`src/logic/cama_pkg.sv`:
```
// Constants, types and decode helpers of the addressing mode unit
package cama_pkg;

  // ----------------------------------------------------------------
  // Memory map
  // ----------------------------------------------------------------
  localparam logic [15:0] DIR_A_ADDR = 16'h0004;
  localparam logic [15:0] DIR_B_ADDR = 16'h0005;
  localparam logic [15:0] DIR_C_ADDR = 16'h0006;
  localparam logic [15:0] BOOT_VEC = 16'h07F6;
  localparam logic [15:0] RESET_VEC = 16'h07FE;
  localparam logic [15:0] IX1_MAX = 16'h01FE;
  localparam logic [7:0] DIR_RESET = 8'h00;
  localparam logic [7:0] DIR_READ_VAL = 8'hFF;
  localparam int PORT_C_BITS = 4;

  // ----------------------------------------------------------------
  // Instruction lengths and branch spans
  // ----------------------------------------------------------------
  localparam logic [15:0] INSTR_LEN1 = 16'h0001;
  localparam logic [15:0] INSTR_LEN2 = 16'h0002;
  localparam logic [15:0] INSTR_LEN3 = 16'h0003;
  localparam int REL_BACK = -126;
  localparam int REL_FWD = 129;
  localparam int BTB_BACK = -125;
  localparam int BTB_FWD = 130;

  // ----------------------------------------------------------------
  // Opcode groups
  // ----------------------------------------------------------------
  localparam logic [3:0] NIB_BTB = 4'h0;
  localparam logic [3:0] NIB_BSC = 4'h1;
  localparam logic [3:0] NIB_REL = 4'h2;
  localparam logic [3:0] NIB_DIR_RMW = 4'h3;
  localparam logic [3:0] NIB_IX1_RMW = 4'h6;
  localparam logic [3:0] NIB_IX0_RMW = 4'h7;
  localparam logic [3:0] NIB_IMM = 4'hA;
  localparam logic [3:0] NIB_DIR = 4'hB;
  localparam logic [3:0] NIB_EXT = 4'hC;
  localparam logic [3:0] NIB_IX2 = 4'hD;
  localparam logic [3:0] NIB_IX1 = 4'hE;
  localparam logic [3:0] NIB_IX0 = 4'hF;
  localparam logic [7:0] OP_SUB_CALL = 8'hAD;

  typedef enum logic [3:0] {
    MD_INH = 4'h0,
    MD_IMM = 4'h1,
    MD_DIR = 4'h2,
    MD_EXT = 4'h3,
    MD_REL = 4'h4,
    MD_IX0 = 4'h5,
    MD_IX1 = 4'h6,
    MD_IX2 = 4'h7,
    MD_BSC = 4'h8,
    MD_BTB = 4'h9
  } cama_mode_type;

  function automatic cama_mode_type cama_decode(input logic [7:0] op);
    case (op[7:4])
      NIB_BTB: cama_decode = MD_BTB;
      NIB_BSC: cama_decode = MD_BSC;
      NIB_REL: cama_decode = MD_REL;
      NIB_DIR_RMW, NIB_DIR: cama_decode = MD_DIR;
      NIB_IX1_RMW, NIB_IX1: cama_decode = MD_IX1;
      NIB_IX0_RMW, NIB_IX0: cama_decode = MD_IX0;
      NIB_IMM: cama_decode = (op == OP_SUB_CALL) ? MD_REL : MD_IMM;
      NIB_EXT: cama_decode = MD_EXT;
      NIB_IX2: cama_decode = MD_IX2;
      default: cama_decode = MD_INH;
    endcase
  endfunction

  function automatic logic [7:0] cama_bit_mask(input logic [2:0] n);
    cama_bit_mask = 8'h01 << n;
  endfunction

endpackage

```
`src/logic/cama_addr_calc.sv`:
```
// Address arithmetic of the addressing mode unit
module cama_addr_calc import cama_pkg::*; (
  input cama_mode_type mode_sel,
  input logic [15:0] opc_addr,
  input logic [7:0] index_reg,
  input logic [7:0] b_hi,
  input logic [7:0] b_lo,
  input logic [7:0] btb_offset,
  output logic [15:0] seq1,
  output logic [15:0] seq2,
  output logic [15:0] seq3,
  output logic [15:0] ea_out,
  output logic [15:0] rel_target,
  output logic [15:0] btb_target
);

  // ----------------------------------------------------------------
  // Sequential addresses and branch targets
  // ----------------------------------------------------------------
  assign seq1 = opc_addr + INSTR_LEN1;
  assign seq2 = opc_addr + INSTR_LEN2;
  assign seq3 = opc_addr + INSTR_LEN3;
  assign rel_target = seq2 + {{8{b_lo[7]}}, b_lo};
  assign btb_target = seq3 + {{8{btb_offset[7]}}, btb_offset};

  // ----------------------------------------------------------------
  // Effective address
  // ----------------------------------------------------------------
  always_comb begin
    case (mode_sel)
      MD_DIR: ea_out = {8'h00, b_lo};
      MD_EXT: ea_out = {b_hi, b_lo};
      MD_IX0: ea_out = {8'h00, index_reg};
      MD_IX1: ea_out = {8'h00, index_reg} + {8'h00, b_lo};
      MD_IX2: ea_out = {b_hi, b_lo} + {8'h00, index_reg};
      default: ea_out = {8'h00, b_lo};
    endcase
  end

endmodule // cama_addr_calc

```
`src/logic/cama_core.sv`:
```
// Operand and effective address sequencer with direction registers
// Overview of operation
// - Bit set/clear: bit from opcode, byte address from next byte, page zero.
// - Bit test-and-branch copies the tested bit into carry.
// - Bit test-and-branch: opcode, direct address, signed offset; three bytes.
// - Bit test-and-branch target spans -125 to +130 from opcode.
// - Immediate: byte after opcode is the operand, no further read.
// - Direct: one address byte, lowest 256 bytes, two-byte instruction.
// - Extended: two address bytes reach all memory, three bytes.
// - Relative: signed offset added to counter only when condition true.
// - Relative branch target spans -126 to +129 from opcode.
// - Indexed no offset: index register is the address, one byte.
// - Indexed byte offset: index plus unsigned byte, up to 510.
// - Indexed word offset: index plus unsigned word, three bytes.
// - Inherent instructions are one byte, operands implied.
// - Direction registers are write-only; reads give no real value.
// - Entry level on timer pin at reset release selects bootstrap vector.
module cama_core import cama_pkg::*; (
  input logic clk,
  input logic sys_rst,
  input logic programming_entry_level,
  input logic [7:0] mem_rdata,
  input logic [7:0] index_reg,
  input logic branch_cond,
  input logic fetch_go,
  input logic store_req,
  input logic [7:0] store_data,
  output logic [15:0] mem_addr,
  output logic mem_rd,
  output logic mem_wr,
  output logic [7:0] mem_wdata,
  output logic [15:0] program_counter,
  output logic [7:0] opcode,
  output cama_mode_type mode,
  output logic [7:0] operand,
  output logic operand_valid,
  output logic [15:0] ea,
  output logic ea_valid,
  output logic carry,
  output logic instr_done,
  output logic boot_mode,
  output logic [7:0] port_a_dir,
  output logic [7:0] port_b_dir,
  output logic [PORT_C_BITS-1:0] port_c_dir
);

  typedef enum logic [7:0] {
    ST_START = 8'h01,
    ST_VEC_HI = 8'h02,
    ST_VEC_LO = 8'h04,
    ST_IDLE = 8'h08,
    ST_OPC = 8'h10,
    ST_B1 = 8'h20,
    ST_B2 = 8'h40,
    ST_RMW = 8'h80
  } cama_state_type;

  function automatic logic cama_is_dir(input logic [15:0] a);
    cama_is_dir = (a == DIR_A_ADDR) || (a == DIR_B_ADDR) ||
      (a == DIR_C_ADDR);
  endfunction

  cama_state_type state;
  cama_state_type next_state;
  cama_mode_type mode_sel;
  logic entry_s1;
  logic entry_s2;
  logic data_ok;
  logic [15:0] opc_addr;
  logic [7:0] byte1;
  logic [7:0] byte2;
  logic [7:0] rd_eff;
  logic tested_bit;
  logic taken;
  logic [15:0] seq1;
  logic [15:0] seq2;
  logic [15:0] seq3;
  logic [15:0] ea_calc;
  logic [15:0] rel_target;
  logic [15:0] btb_target;
  logic rd_go;
  logic wr_go;
  logic [15:0] req_at;
  logic [7:0] wr_val;
  logic pc_go;
  logic [15:0] next_pc;
  logic ea_go;
  logic op_go;
  logic carry_go;
  logic done_go;

  // ----------------------------------------------------------------
  // Timer pin synchroniser
  // ----------------------------------------------------------------
  always_ff @(posedge clk) begin
    entry_s1 <= programming_entry_level;
    entry_s2 <= entry_s1;
  end

  // ----------------------------------------------------------------
  // Read data and bit test
  // ----------------------------------------------------------------
  assign rd_eff = cama_is_dir(mem_addr) ? DIR_READ_VAL : mem_rdata;
  assign tested_bit = rd_eff[opcode[3:1]];
  assign taken = tested_bit ^ opcode[0];
  assign mode_sel = (state == ST_OPC) ? cama_decode(rd_eff) : mode;

  cama_addr_calc u_calc (
    .mode_sel(mode_sel),
    .opc_addr(opc_addr),
    .index_reg(index_reg),
    .b_hi(byte1),
    .b_lo(rd_eff),
    .btb_offset(byte2),
    .seq1(seq1),
    .seq2(seq2),
    .seq3(seq3),
    .ea_out(ea_calc),
    .rel_target(rel_target),
    .btb_target(btb_target)
  );

  // ----------------------------------------------------------------
  // Sequencer
  // ----------------------------------------------------------------
  always_comb begin
    next_state = state;
    rd_go = 1'b0;
    wr_go = 1'b0;
    req_at = mem_addr;
    wr_val = 8'h00;
    pc_go = 1'b0;
    next_pc = program_counter;
    ea_go = 1'b0;
    op_go = 1'b0;
    carry_go = 1'b0;
    done_go = 1'b0;
    case (state)
      ST_START: begin
        rd_go = 1'b1;
        req_at = entry_s2 ? BOOT_VEC : RESET_VEC;
        next_state = ST_VEC_HI;
      end
      ST_VEC_HI: if (data_ok) begin
        rd_go = 1'b1;
        req_at = mem_addr + INSTR_LEN1;
        next_state = ST_VEC_LO;
      end
      ST_VEC_LO: if (data_ok) begin
        pc_go = 1'b1;
        next_pc = {byte1, rd_eff};
        next_state = ST_IDLE;
      end
      ST_IDLE: if (fetch_go) begin
        rd_go = 1'b1;
        req_at = program_counter;
        next_state = ST_OPC;
      end else if (store_req) begin
        wr_go = 1'b1;
        req_at = ea;
        wr_val = store_data;
      end
      ST_OPC: if (data_ok) begin
        case (mode_sel)
          MD_INH: begin
            done_go = 1'b1;
            pc_go = 1'b1;
            next_pc = seq1;
          end
          MD_IX0: begin
            ea_go = 1'b1;
            done_go = 1'b1;
            pc_go = 1'b1;
            next_pc = seq1;
          end
          default: begin
            rd_go = 1'b1;
            req_at = seq1;
            next_state = ST_B1;
          end
        endcase
      end
      ST_B1: if (data_ok) begin
        case (mode)
          MD_IMM: begin
            op_go = 1'b1;
            done_go = 1'b1;
            pc_go = 1'b1;
            next_pc = seq2;
          end
          MD_DIR, MD_IX1: begin
            ea_go = 1'b1;
            done_go = 1'b1;
            pc_go = 1'b1;
            next_pc = seq2;
          end
          MD_REL: begin
            done_go = 1'b1;
            pc_go = 1'b1;
            next_pc = branch_cond ? rel_target : seq2;
          end
          MD_BSC: begin
            rd_go = 1'b1;
            req_at = {8'h00, rd_eff};
            next_state = ST_RMW;
          end
          MD_EXT, MD_IX2, MD_BTB: begin
            rd_go = 1'b1;
            req_at = seq2;
            next_state = ST_B2;
          end
          default: next_state = ST_IDLE;
        endcase
      end
      ST_B2: if (data_ok) begin
        case (mode)
          MD_EXT, MD_IX2: begin
            ea_go = 1'b1;
            done_go = 1'b1;
            pc_go = 1'b1;
            next_pc = seq3;
          end
          MD_BTB: begin
            rd_go = 1'b1;
            req_at = {8'h00, byte1};
            next_state = ST_RMW;
          end
          default: next_state = ST_IDLE;
        endcase
      end
      ST_RMW: if (data_ok) begin
        done_go = 1'b1;
        pc_go = 1'b1;
        if (mode == MD_BSC) begin
          wr_go = 1'b1;
          wr_val = opcode[0] ? (rd_eff & ~cama_bit_mask(opcode[3:1])) :
            (rd_eff | cama_bit_mask(opcode[3:1]));
          next_pc = seq2;
        end else begin
          carry_go = 1'b1;
          next_pc = taken ? btb_target : seq3;
        end
      end
      default: next_state = ST_START;
    endcase
    if (done_go) begin
      next_state = ST_IDLE;
    end
  end

  always_ff @(posedge clk) begin
    if (sys_rst) begin
      state <= ST_START;
    end else begin
      state <= next_state;
    end
  end

  // ----------------------------------------------------------------
  // Memory requests
  // ----------------------------------------------------------------
  always_ff @(posedge clk) begin
    if (sys_rst) begin
      mem_rd <= 1'b0;
      mem_wr <= 1'b0;
      mem_addr <= 16'h0000;
      mem_wdata <= 8'h00;
      data_ok <= 1'b0;
    end else begin
      mem_rd <= rd_go;
      mem_wr <= wr_go;
      data_ok <= mem_rd;
      if (rd_go || wr_go) begin
        mem_addr <= req_at;
      end
      if (wr_go) begin
        mem_wdata <= wr_val;
      end
    end
  end

  // ----------------------------------------------------------------
  // Instruction context
  // ----------------------------------------------------------------
  always_ff @(posedge clk) begin
    if (sys_rst) begin
      program_counter <= 16'h0000;
      opc_addr <= 16'h0000;
      opcode <= 8'h00;
      mode <= MD_INH;
      byte1 <= 8'h00;
      byte2 <= 8'h00;
      boot_mode <= 1'b0;
    end else begin
      if (pc_go) begin
        program_counter <= next_pc;
      end
      if (state == ST_IDLE && fetch_go) begin
        opc_addr <= program_counter;
      end
      if (state == ST_OPC && data_ok) begin
        opcode <= rd_eff;
        mode <= mode_sel;
      end
      if ((state == ST_VEC_HI || state == ST_B1) && data_ok) begin
        byte1 <= rd_eff;
      end
      if (state == ST_B2 && data_ok) begin
        byte2 <= rd_eff;
      end
      if (state == ST_START) begin
        boot_mode <= entry_s2;
      end
    end
  end

  // ----------------------------------------------------------------
  // Results
  // ----------------------------------------------------------------
  always_ff @(posedge clk) begin
    if (sys_rst) begin
      ea <= 16'h0000;
      ea_valid <= 1'b0;
      operand <= 8'h00;
      operand_valid <= 1'b0;
      carry <= 1'b0;
      instr_done <= 1'b0;
    end else begin
      ea_valid <= ea_go;
      operand_valid <= op_go;
      instr_done <= done_go;
      if (ea_go) begin
        ea <= ea_calc;
      end
      if (op_go) begin
        operand <= rd_eff;
      end
      if (carry_go) begin
        carry <= tested_bit;
      end
    end
  end

  // ----------------------------------------------------------------
  // Direction registers
  // ----------------------------------------------------------------
  always_ff @(posedge clk) begin
    if (sys_rst) begin
      port_a_dir <= DIR_RESET;
      port_b_dir <= DIR_RESET;
      port_c_dir <= DIR_RESET[PORT_C_BITS-1:0];
    end else if (mem_wr) begin
      if (mem_addr == DIR_A_ADDR) begin
        port_a_dir <= mem_wdata;
      end
      if (mem_addr == DIR_B_ADDR) begin
        port_b_dir <= mem_wdata;
      end
      if (mem_addr == DIR_C_ADDR) begin
        port_c_dir <= mem_wdata[PORT_C_BITS-1:0];
      end
    end
  end

  // ----------------------------------------------------------------
  // Assertions
  // ----------------------------------------------------------------
  logic [15:0] pc_delta;
  logic [15:0] rel_off;
  logic rmw_bsc;
  logic rmw_btb;
  logic b1_rel;
  assign pc_delta = program_counter - opc_addr;
  assign rel_off = {{8{rd_eff[7]}}, rd_eff};
  assign rmw_bsc = state == ST_RMW && data_ok && mode == MD_BSC;
  assign rmw_btb = state == ST_RMW && data_ok && mode == MD_BTB;
  assign b1_rel = state == ST_B1 && data_ok && mode == MD_REL;
endmodule // cama_core

```
`config.mk`:
```
export PLATFORM = sky130hd
export DESIGN_NAME = cama_core
export DESIGN_NICKNAME = d
export VERILOG_FILES = /design/src/logic/cama_pkg.sv /design/src/logic/cama_addr_calc.sv /design/src/logic/cama_core.sv
export SDC_FILE = /design/constraint.sdc
export NUM_CORES = 1
export LEC_CHECK = 0
export ABC_AREA = 1
export BUFFER_PORTS_ARGS = -buffer_cell sky130_fd_sc_hd__buf_2
export CAP_MARGIN = 20
export CORE_AREA = 2 2 201 203
export CTS_CLUSTER_DIAMETER = 100
export DETAILED_ROUTE_END_ITERATION = 10
export DIE_AREA = 0 0 203 205
export GPL_ROUTABILITY_DRIVEN = 0
export MAX_ROUTING_LAYER = met4
export PLACE_DENSITY_LB_ADDON = 0.1
export SETUP_SLACK_MARGIN = 0.05
export SLEW_MARGIN = 20
export SYNTH_ARGS = -nofsm -noshare
export SYNTH_HDL_FRONTEND = slang
export SYNTH_HIERARCHICAL = 1
export SYNTH_SLANG_ARGS = --single-unit
```
`constraint.sdc`:
```
create_clock -name clk -period 3.9 [get_ports clk]
set_clock_uncertainty 0.15 [all_clocks]
set_input_delay 0.975 -clock clk [delete_from_list [all_inputs] [get_ports clk]]
set_output_delay 0.975 -clock clk [all_outputs]
set_load 0.1 [all_outputs]
```
# Yosys cells after proc, flatten, opt, wreduce, memory -nomap -nowiden
# Index checks and enable logic that the tools add are counted.
word_totals:
  latch_bits: 0
  input_bits: 30
  output_inout_bits: 103
  register_bits: 146
  mem_bits_rw: 0
  n_memories: 0
  mem_bits_ro: 0
classes:
  div_mod_pow: 0
  n_addsub: 8
  mul: 0
  n_reduce_logical: 31
  eq_ne: 61
  n_lt_le_gt_ge: 1
  n_bitwise: 5
  n_mux: 80
  shift: 1
ops:
  columns: ["cell", "n"]
  rows:
  - ["two-way mux 16 bit", 18]
  - ["two-way mux 8 bit", 13]
  - ["one-hot mux 16 bit (6 select lines)", 1]
  - ["one-hot mux 16 bit (5 select lines)", 1]
  - ["one-hot mux 16 bit (2 select lines)", 2]
  - ["one-hot mux 16 bit (4 select lines)", 1]
  - ["one-hot mux 8 bit (8 select lines)", 1]
  - ["== test 16 x 3 -> 1 bit, second input constant", 3]
  - ["AND reduction 10 bit", 4]
  - ["one-hot mux 4 bit (9 select lines)", 1]
  - ["adder 16 x 1 -> 16 bit, second input constant", 2]
  - ["adder 16 bit", 2]
  - ["adder 16 x 2 -> 16 bit, second input constant", 2]
  - ["== test 4 x 3 -> 1 bit, second input constant", 8]
  - ["== test 4 bit, second input constant", 8]
  - ["one-hot mux 8 bit (2 select lines)", 2]
  - ["inequality test 3 bit, second input constant", 10]
  - ["two-way mux 1 bit", 29]
  - ["inequality test 2 bit, second input constant", 12]
  - ["one-hot mux 8 bit (3 select lines)", 1]
  - ["== test 4 x 2 -> 1 bit, second input constant", 5]
  - ["adder 16 x 8 -> 16 bit", 1]
  - ["== test 8 bit, second input constant", 2]
  - ["OR reduction 2 bit", 8]
  - ["34 further kinds", 50]

# Longest topological paths before layout
depth:
  depth_word: 15
  depth_mapped: 27
  mapped_depth_nobuf: 27

# Modules after synthesis
# Netlist, hierarchy kept.
modules_own_cells:
  columns: ["module", "area_each_um2", "instances", "seq_area_each_um2", "cells_each"]
  rows:
  - ["cama_core", 8306.7, 1, 2922.8, 1273]
  - ["cama_addr_calc", 3408.3, 1, 0.0, 635]

# Worst setup path before layout
# OpenSTA, ideal clock, no wires.
synth_timing:
  kind: "reg-to-reg"
  start: "register mem_addr[0]"
  end: "register program_counter[14]"
  n_path_buf: 0
  period_less_slack_ps: 4350
  path_stages_with_launch: 26
  required_time_ps: 3621
  slack_ps: -450
  t_arrival_ps: 4071
  setup_ps: 129
  path_cell_list: "dfxtp_1 -> inv_1 -> ha_1 -> nand3_1 -> nor2_2 -> nand2_4 -> nand3_4 -> nor2_1 -> inv_1 -> ha_1 -> fa_1 -> nand3_1 -> nand2_1 -> nand2_1 -> nand2_1 -> nand3_1 -> nand2_1 -> nand2_1 -> nand2_1 -> or2_2 -> a211oi_1 -> nand2_1 -> nand2_1 -> nand2_1 -> nand2_1 -> nor2_1"
synth_between:
  word_cells_on_any_way: 44
synth_lines:
  columns: ["element", "line_no", "text"]
  rows:
  - ["start: declaration", "cama_core.sv:28", "output logic [15:0] mem_addr,"]
  - ["start signal: assignment", "cama_core.sv:274", "mem_addr <= req_at;"]
  - ["== test 16 x 3 -> 1 bit", "cama_core.sv:59", "cama_is_dir = (a == DIR_A_ADDR) || (a == DIR_B_ADDR) ||"]
  - ["logical OR 1 bit", "cama_core.sv:59", null]
  - ["logical OR 1 bit (*)", "cama_core.sv:59", null]
  - ["two-way mux 8 bit (*)", "cama_core.sv:103", "assign rd_eff = cama_is_dir(mem_addr) ? DIR_READ_VAL : mem_rdata;"]
  - ["net rd_eff[0]", "cama_core.sv:72", "logic [7:0] rd_eff;"]
  - ["adder 16 bit (*)", "cama_addr_calc.sv:23", "assign rel_target = seq2 + {{8{b_lo[7]}}, b_lo};"]
  - ["net rel_target[14]", "cama_core.sv:79", "logic [15:0] rel_target;"]
  - ["two-way mux 16 bit (*)", "cama_core.sv:200", "next_pc = branch_cond ? rel_target : seq2;"]
  - ["one-hot mux 16 bit (2 select lines) (*)", "cama_core.sv:184", "case (mode)"]
  - ["two-way mux 16 bit (*)", "cama_core.sv:183", "ST_B1: if (data_ok) begin"]
  - ["one-hot mux 16 bit (5 select lines) (*)", "cama_core.sv:138", "case (state)"]
  - ["end signal: assignment", "cama_core.sv:296", "program_counter <= next_pc;"]
  - ["end: declaration", "cama_core.sv:32", "output logic [15:0] program_counter,"]
# Mark *: on every way through the listed nets, which the timed path passes. The rest lies on a longest branch. The select of a mux whose other input is x is not followed.
# A chain may end at the register's enable or synchronous reset.

# Worst setup path after layout
layout_timing:
  start: "register mem_addr[0]"
  end: "register program_counter[9]"
# Same word-level chain as after synthesis.

==> results.md <==
* Status: finished, final reports clean
* Most frequent cell after synthesis: nand2_1
* # port buffers at 132
* Dpl ws at roughly 0.15 ns
* DR WL/cell at 19.2 um
* Gr ovfl total at 0
* Setup TNS at 0 ns
* CTS tree: yes
* Die width at 203 um
* Final Setup Violations at 0
* Synth Register Bits at 146
* Die H at just over 200 um
* Crit-path slowest cell: dfxtp_4
* Register area share after synthesis at 0.249
* Largest net degree at the start of global routing at 50
* Class of the worst hold path: flop to flop
* Post-synth top flop: dfxtp_1
* Gate Count Post-Synth at 1908
* WS Path Type: flop to flop
* Drt first pass iters at 5
* PD cells at roughly 420 nW/um2
* Placed Cells at 2576
* Setup WS post-layout at 0.261 ns
* Slew Viols, Final at 0
* Non-filler instance count after layout at 2608
* Initial core utilization at 0.298
* Fin crit period at 3.64 ns
* Cell taking the most area after synthesis: dfxtp_1
* CTS sink cnt at 146
* Nature of the critical path startpoint: flop
* Critical path, cell by cell: inv_1, ha_1, nand3_1, nor2_2, nand2_4, nand2_1, nor2_4, nand2_1, ha_4, nand2_1, nor2_1, nand3_1, nand3b_1, xor2_1, or2_2, a211oi_1, nand2_1, nand2_1, nand2_1, nand2_1, nor2_1
* Number of distinct library cells after synthesis at just under 60
* First-pass GRT wire length at 74.7 mm
* Final period util at 0.933
* Die area at 41600 um2
* H-Tree Depth at 4
* Max IR drop VDD at roughly 0.00034 V
* Detailed placement HPWL at 40.1 mm
* DRC at 0
* Synth Area per Inst at 6.14 um2
* Mapped cell area at 11700 um2
* Starting DRC count in detailed routing at a little under 900
* Vias/cell at 5.11
* Initial antenna violation count at 0
* Total Wirelength at 50.1 mm
* Worst-margin pin slew at 0.904 ns
* Layout cell share with drive strength beyond 1 at 0.166
* P&R area growth vs syn at 20.4%
* Worst skew pair latency at 0.47 ns
* Share of the synthesized area in the top cell type at 0.249
* Root Driver: clkbuf_16
* # diodes at 0
* CP required at 4.10 ns
* Unrepaired setup endpoints after global routing: yes
* Top cell by count, worst path: nand2_1
* Clk buf depth at 2
* Ys async rst share at 0
* Crit. End Element: flop
* # IOs at 133
* Synth top cells by count: 476 x nand2_1, 236 x inv_1, 221 x nor2_1, 170 x nand3_1, 146 x dfxtp_1
* Layout Nets at 2149
* Total GRT Usage at 0.246
* Leak at 6.87 nW
* Top delay family on crit path: simple AND/OR/NAND/NOR gates
* Hold_buf cts at 0
* Reg clk slew, reported paths at 0.07 ns
* CP max FO at 6
* Routed vias at 13322
* Synth Net Count at about 2000
* Final hold vios at 0
* FP Rows at 73
* Routed Antenna Nets at 0
* F_max at 275 MHz
* Core Region at ~40000 um2
* CP bufs+invs at 1
* CP Data Arrival Time at 3.84 ns
* Slew headroom at 0.397
* Most area-consuming cells after synthesis: dfxtp_1 25%, nand2_1 15%, inv_1 7.6%
* YS warnings at 6
* Slowest Stage Delay on Critical Path at 0.37 ns
* Vias in the first global route at 12346
* Max_cap viols at 0
* Post-synth EDFFs at 0
* Clock buffers created by TritonCTS at 17
==> layout by cell type (no fill, tap or decap), types with 15 or more instances in the layout <==
cell	n
o21ai_0	110
clkbuf_16	17
a21oi_1	138
nand2_1	475
ha_1	40
buf_4	78
dfxtp_1	130
nand4_1	19
buf_2	132
nand3_1	169
inv_1	234
a211oi_1	19
o21ai_1	16
nor3_1	15
nor2_1	217
o211ai_1	21
a31oi_1	15
xor2_1	49
==> metrics by stage <==
step / cell area (um2) / total power, mW / hold WS [ns] / utilization
floorplan: 11700 / 3.55 / 0.160 / -
global placement: 13400 / 4.21 / 0.164 / 0.339
detailed placement: 13400 / 4.21 / 0.164 / 0.339
CTS: 14000 / 5.97 / 0.179 / 0.355
global route: 14100 / 6.30 / 0.196 / 0.358
finish: 14100 / 5.97 / 0.177 / 0.358
==> area by class of cell <==
type	count	area (um2)
well taps	525	657
multi-input cells	1447	7700
fillers	4350	25300
clock inverters	12	156
flip-flops and latches	146	2950
inverters	247	940
clock buffers	20	447
repair buffers	211	1270
==> where the power goes <==
group | switching, mW | internal [mW] | leakage, nW
combinational | 1.83 | 0.625 | 5.39
sequential | 0.134 | 1.63 | 1.19
clock | 0.724 | 1.02 | 0.294
total | 2.69 | 3.28 | 6.87
==> what timing repair did <==
item	4_1_cts	5_1_grt
buffers inserted	0	0
endpoints found under the setup margin	0	10
gates resized for setup	0	33
==> worst paths after layout <==
kind	startpoint	end	slack, ns	depth (start not counted)
max	mem_addr[0]	program_counter[9]	0.26	21
min	entry_s1	entry_s2	0.18	0
max reg2reg	mem_addr[0]	program_counter[9]	0.26	21
min reg2reg	entry_s1	entry_s2	0.18	0
==> sequential cells by signal, indices dropped and copies added, names as in the netlist, 4 cells and up <==
signal,count
opcode,8
byte1,8
mode,4
program_counter,16
opc_addr,16
state,8
mem_wdata,8
port_a_dir,8
ea,16
byte2,8
operand,8
port_b_dir,8
port_c_dir,4
mem_addr,16
==> logic make-up (layout without fill, tap and decap cells) <==
family          count (synthesis)  count (layout)  share of synthesized area
fa+ha+maj                      49              49                     0.0543
flops                         146             146                      0.249
xor+xnor                       57              57                     0.0426
compound gates                368             368                      0.182
simple gates                  973             973                      0.364
buf+inv                       315             490                      0.107
==> worst register-to-register path, stage by stage, from the launching register on <==
cell and delay, ns:
dfxtp_4 0.37, inv_1 0.07, ha_1 0.19, nand3_1 0.09, nor2_2 0.06, nand2_4 0.11
nand2_1 0.10, nor2_4 0.20, nand2_1 0.18, ha_4 0.33, nand2_1 0.09, nor2_1 0.30
nand3_1 0.16, nand3b_1 0.14, xor2_1 0.09, or2_2 0.29, a211oi_1 0.23, nand2_1 0.08
nand2_1 0.10, nand2_1 0.07, nand2_1 0.06, nor2_1 0.05
==> per-layer routing <==
layer | global-route usage | share of wire
met5 | - | 0
met4 | 0.0847 | 0.030
met3 | 0.0385 | 0.055
met2 | 0.402 | 0.47
met1 | 0.308 | 0.45
No activity file was read; power rests on OpenSTA's default activity.
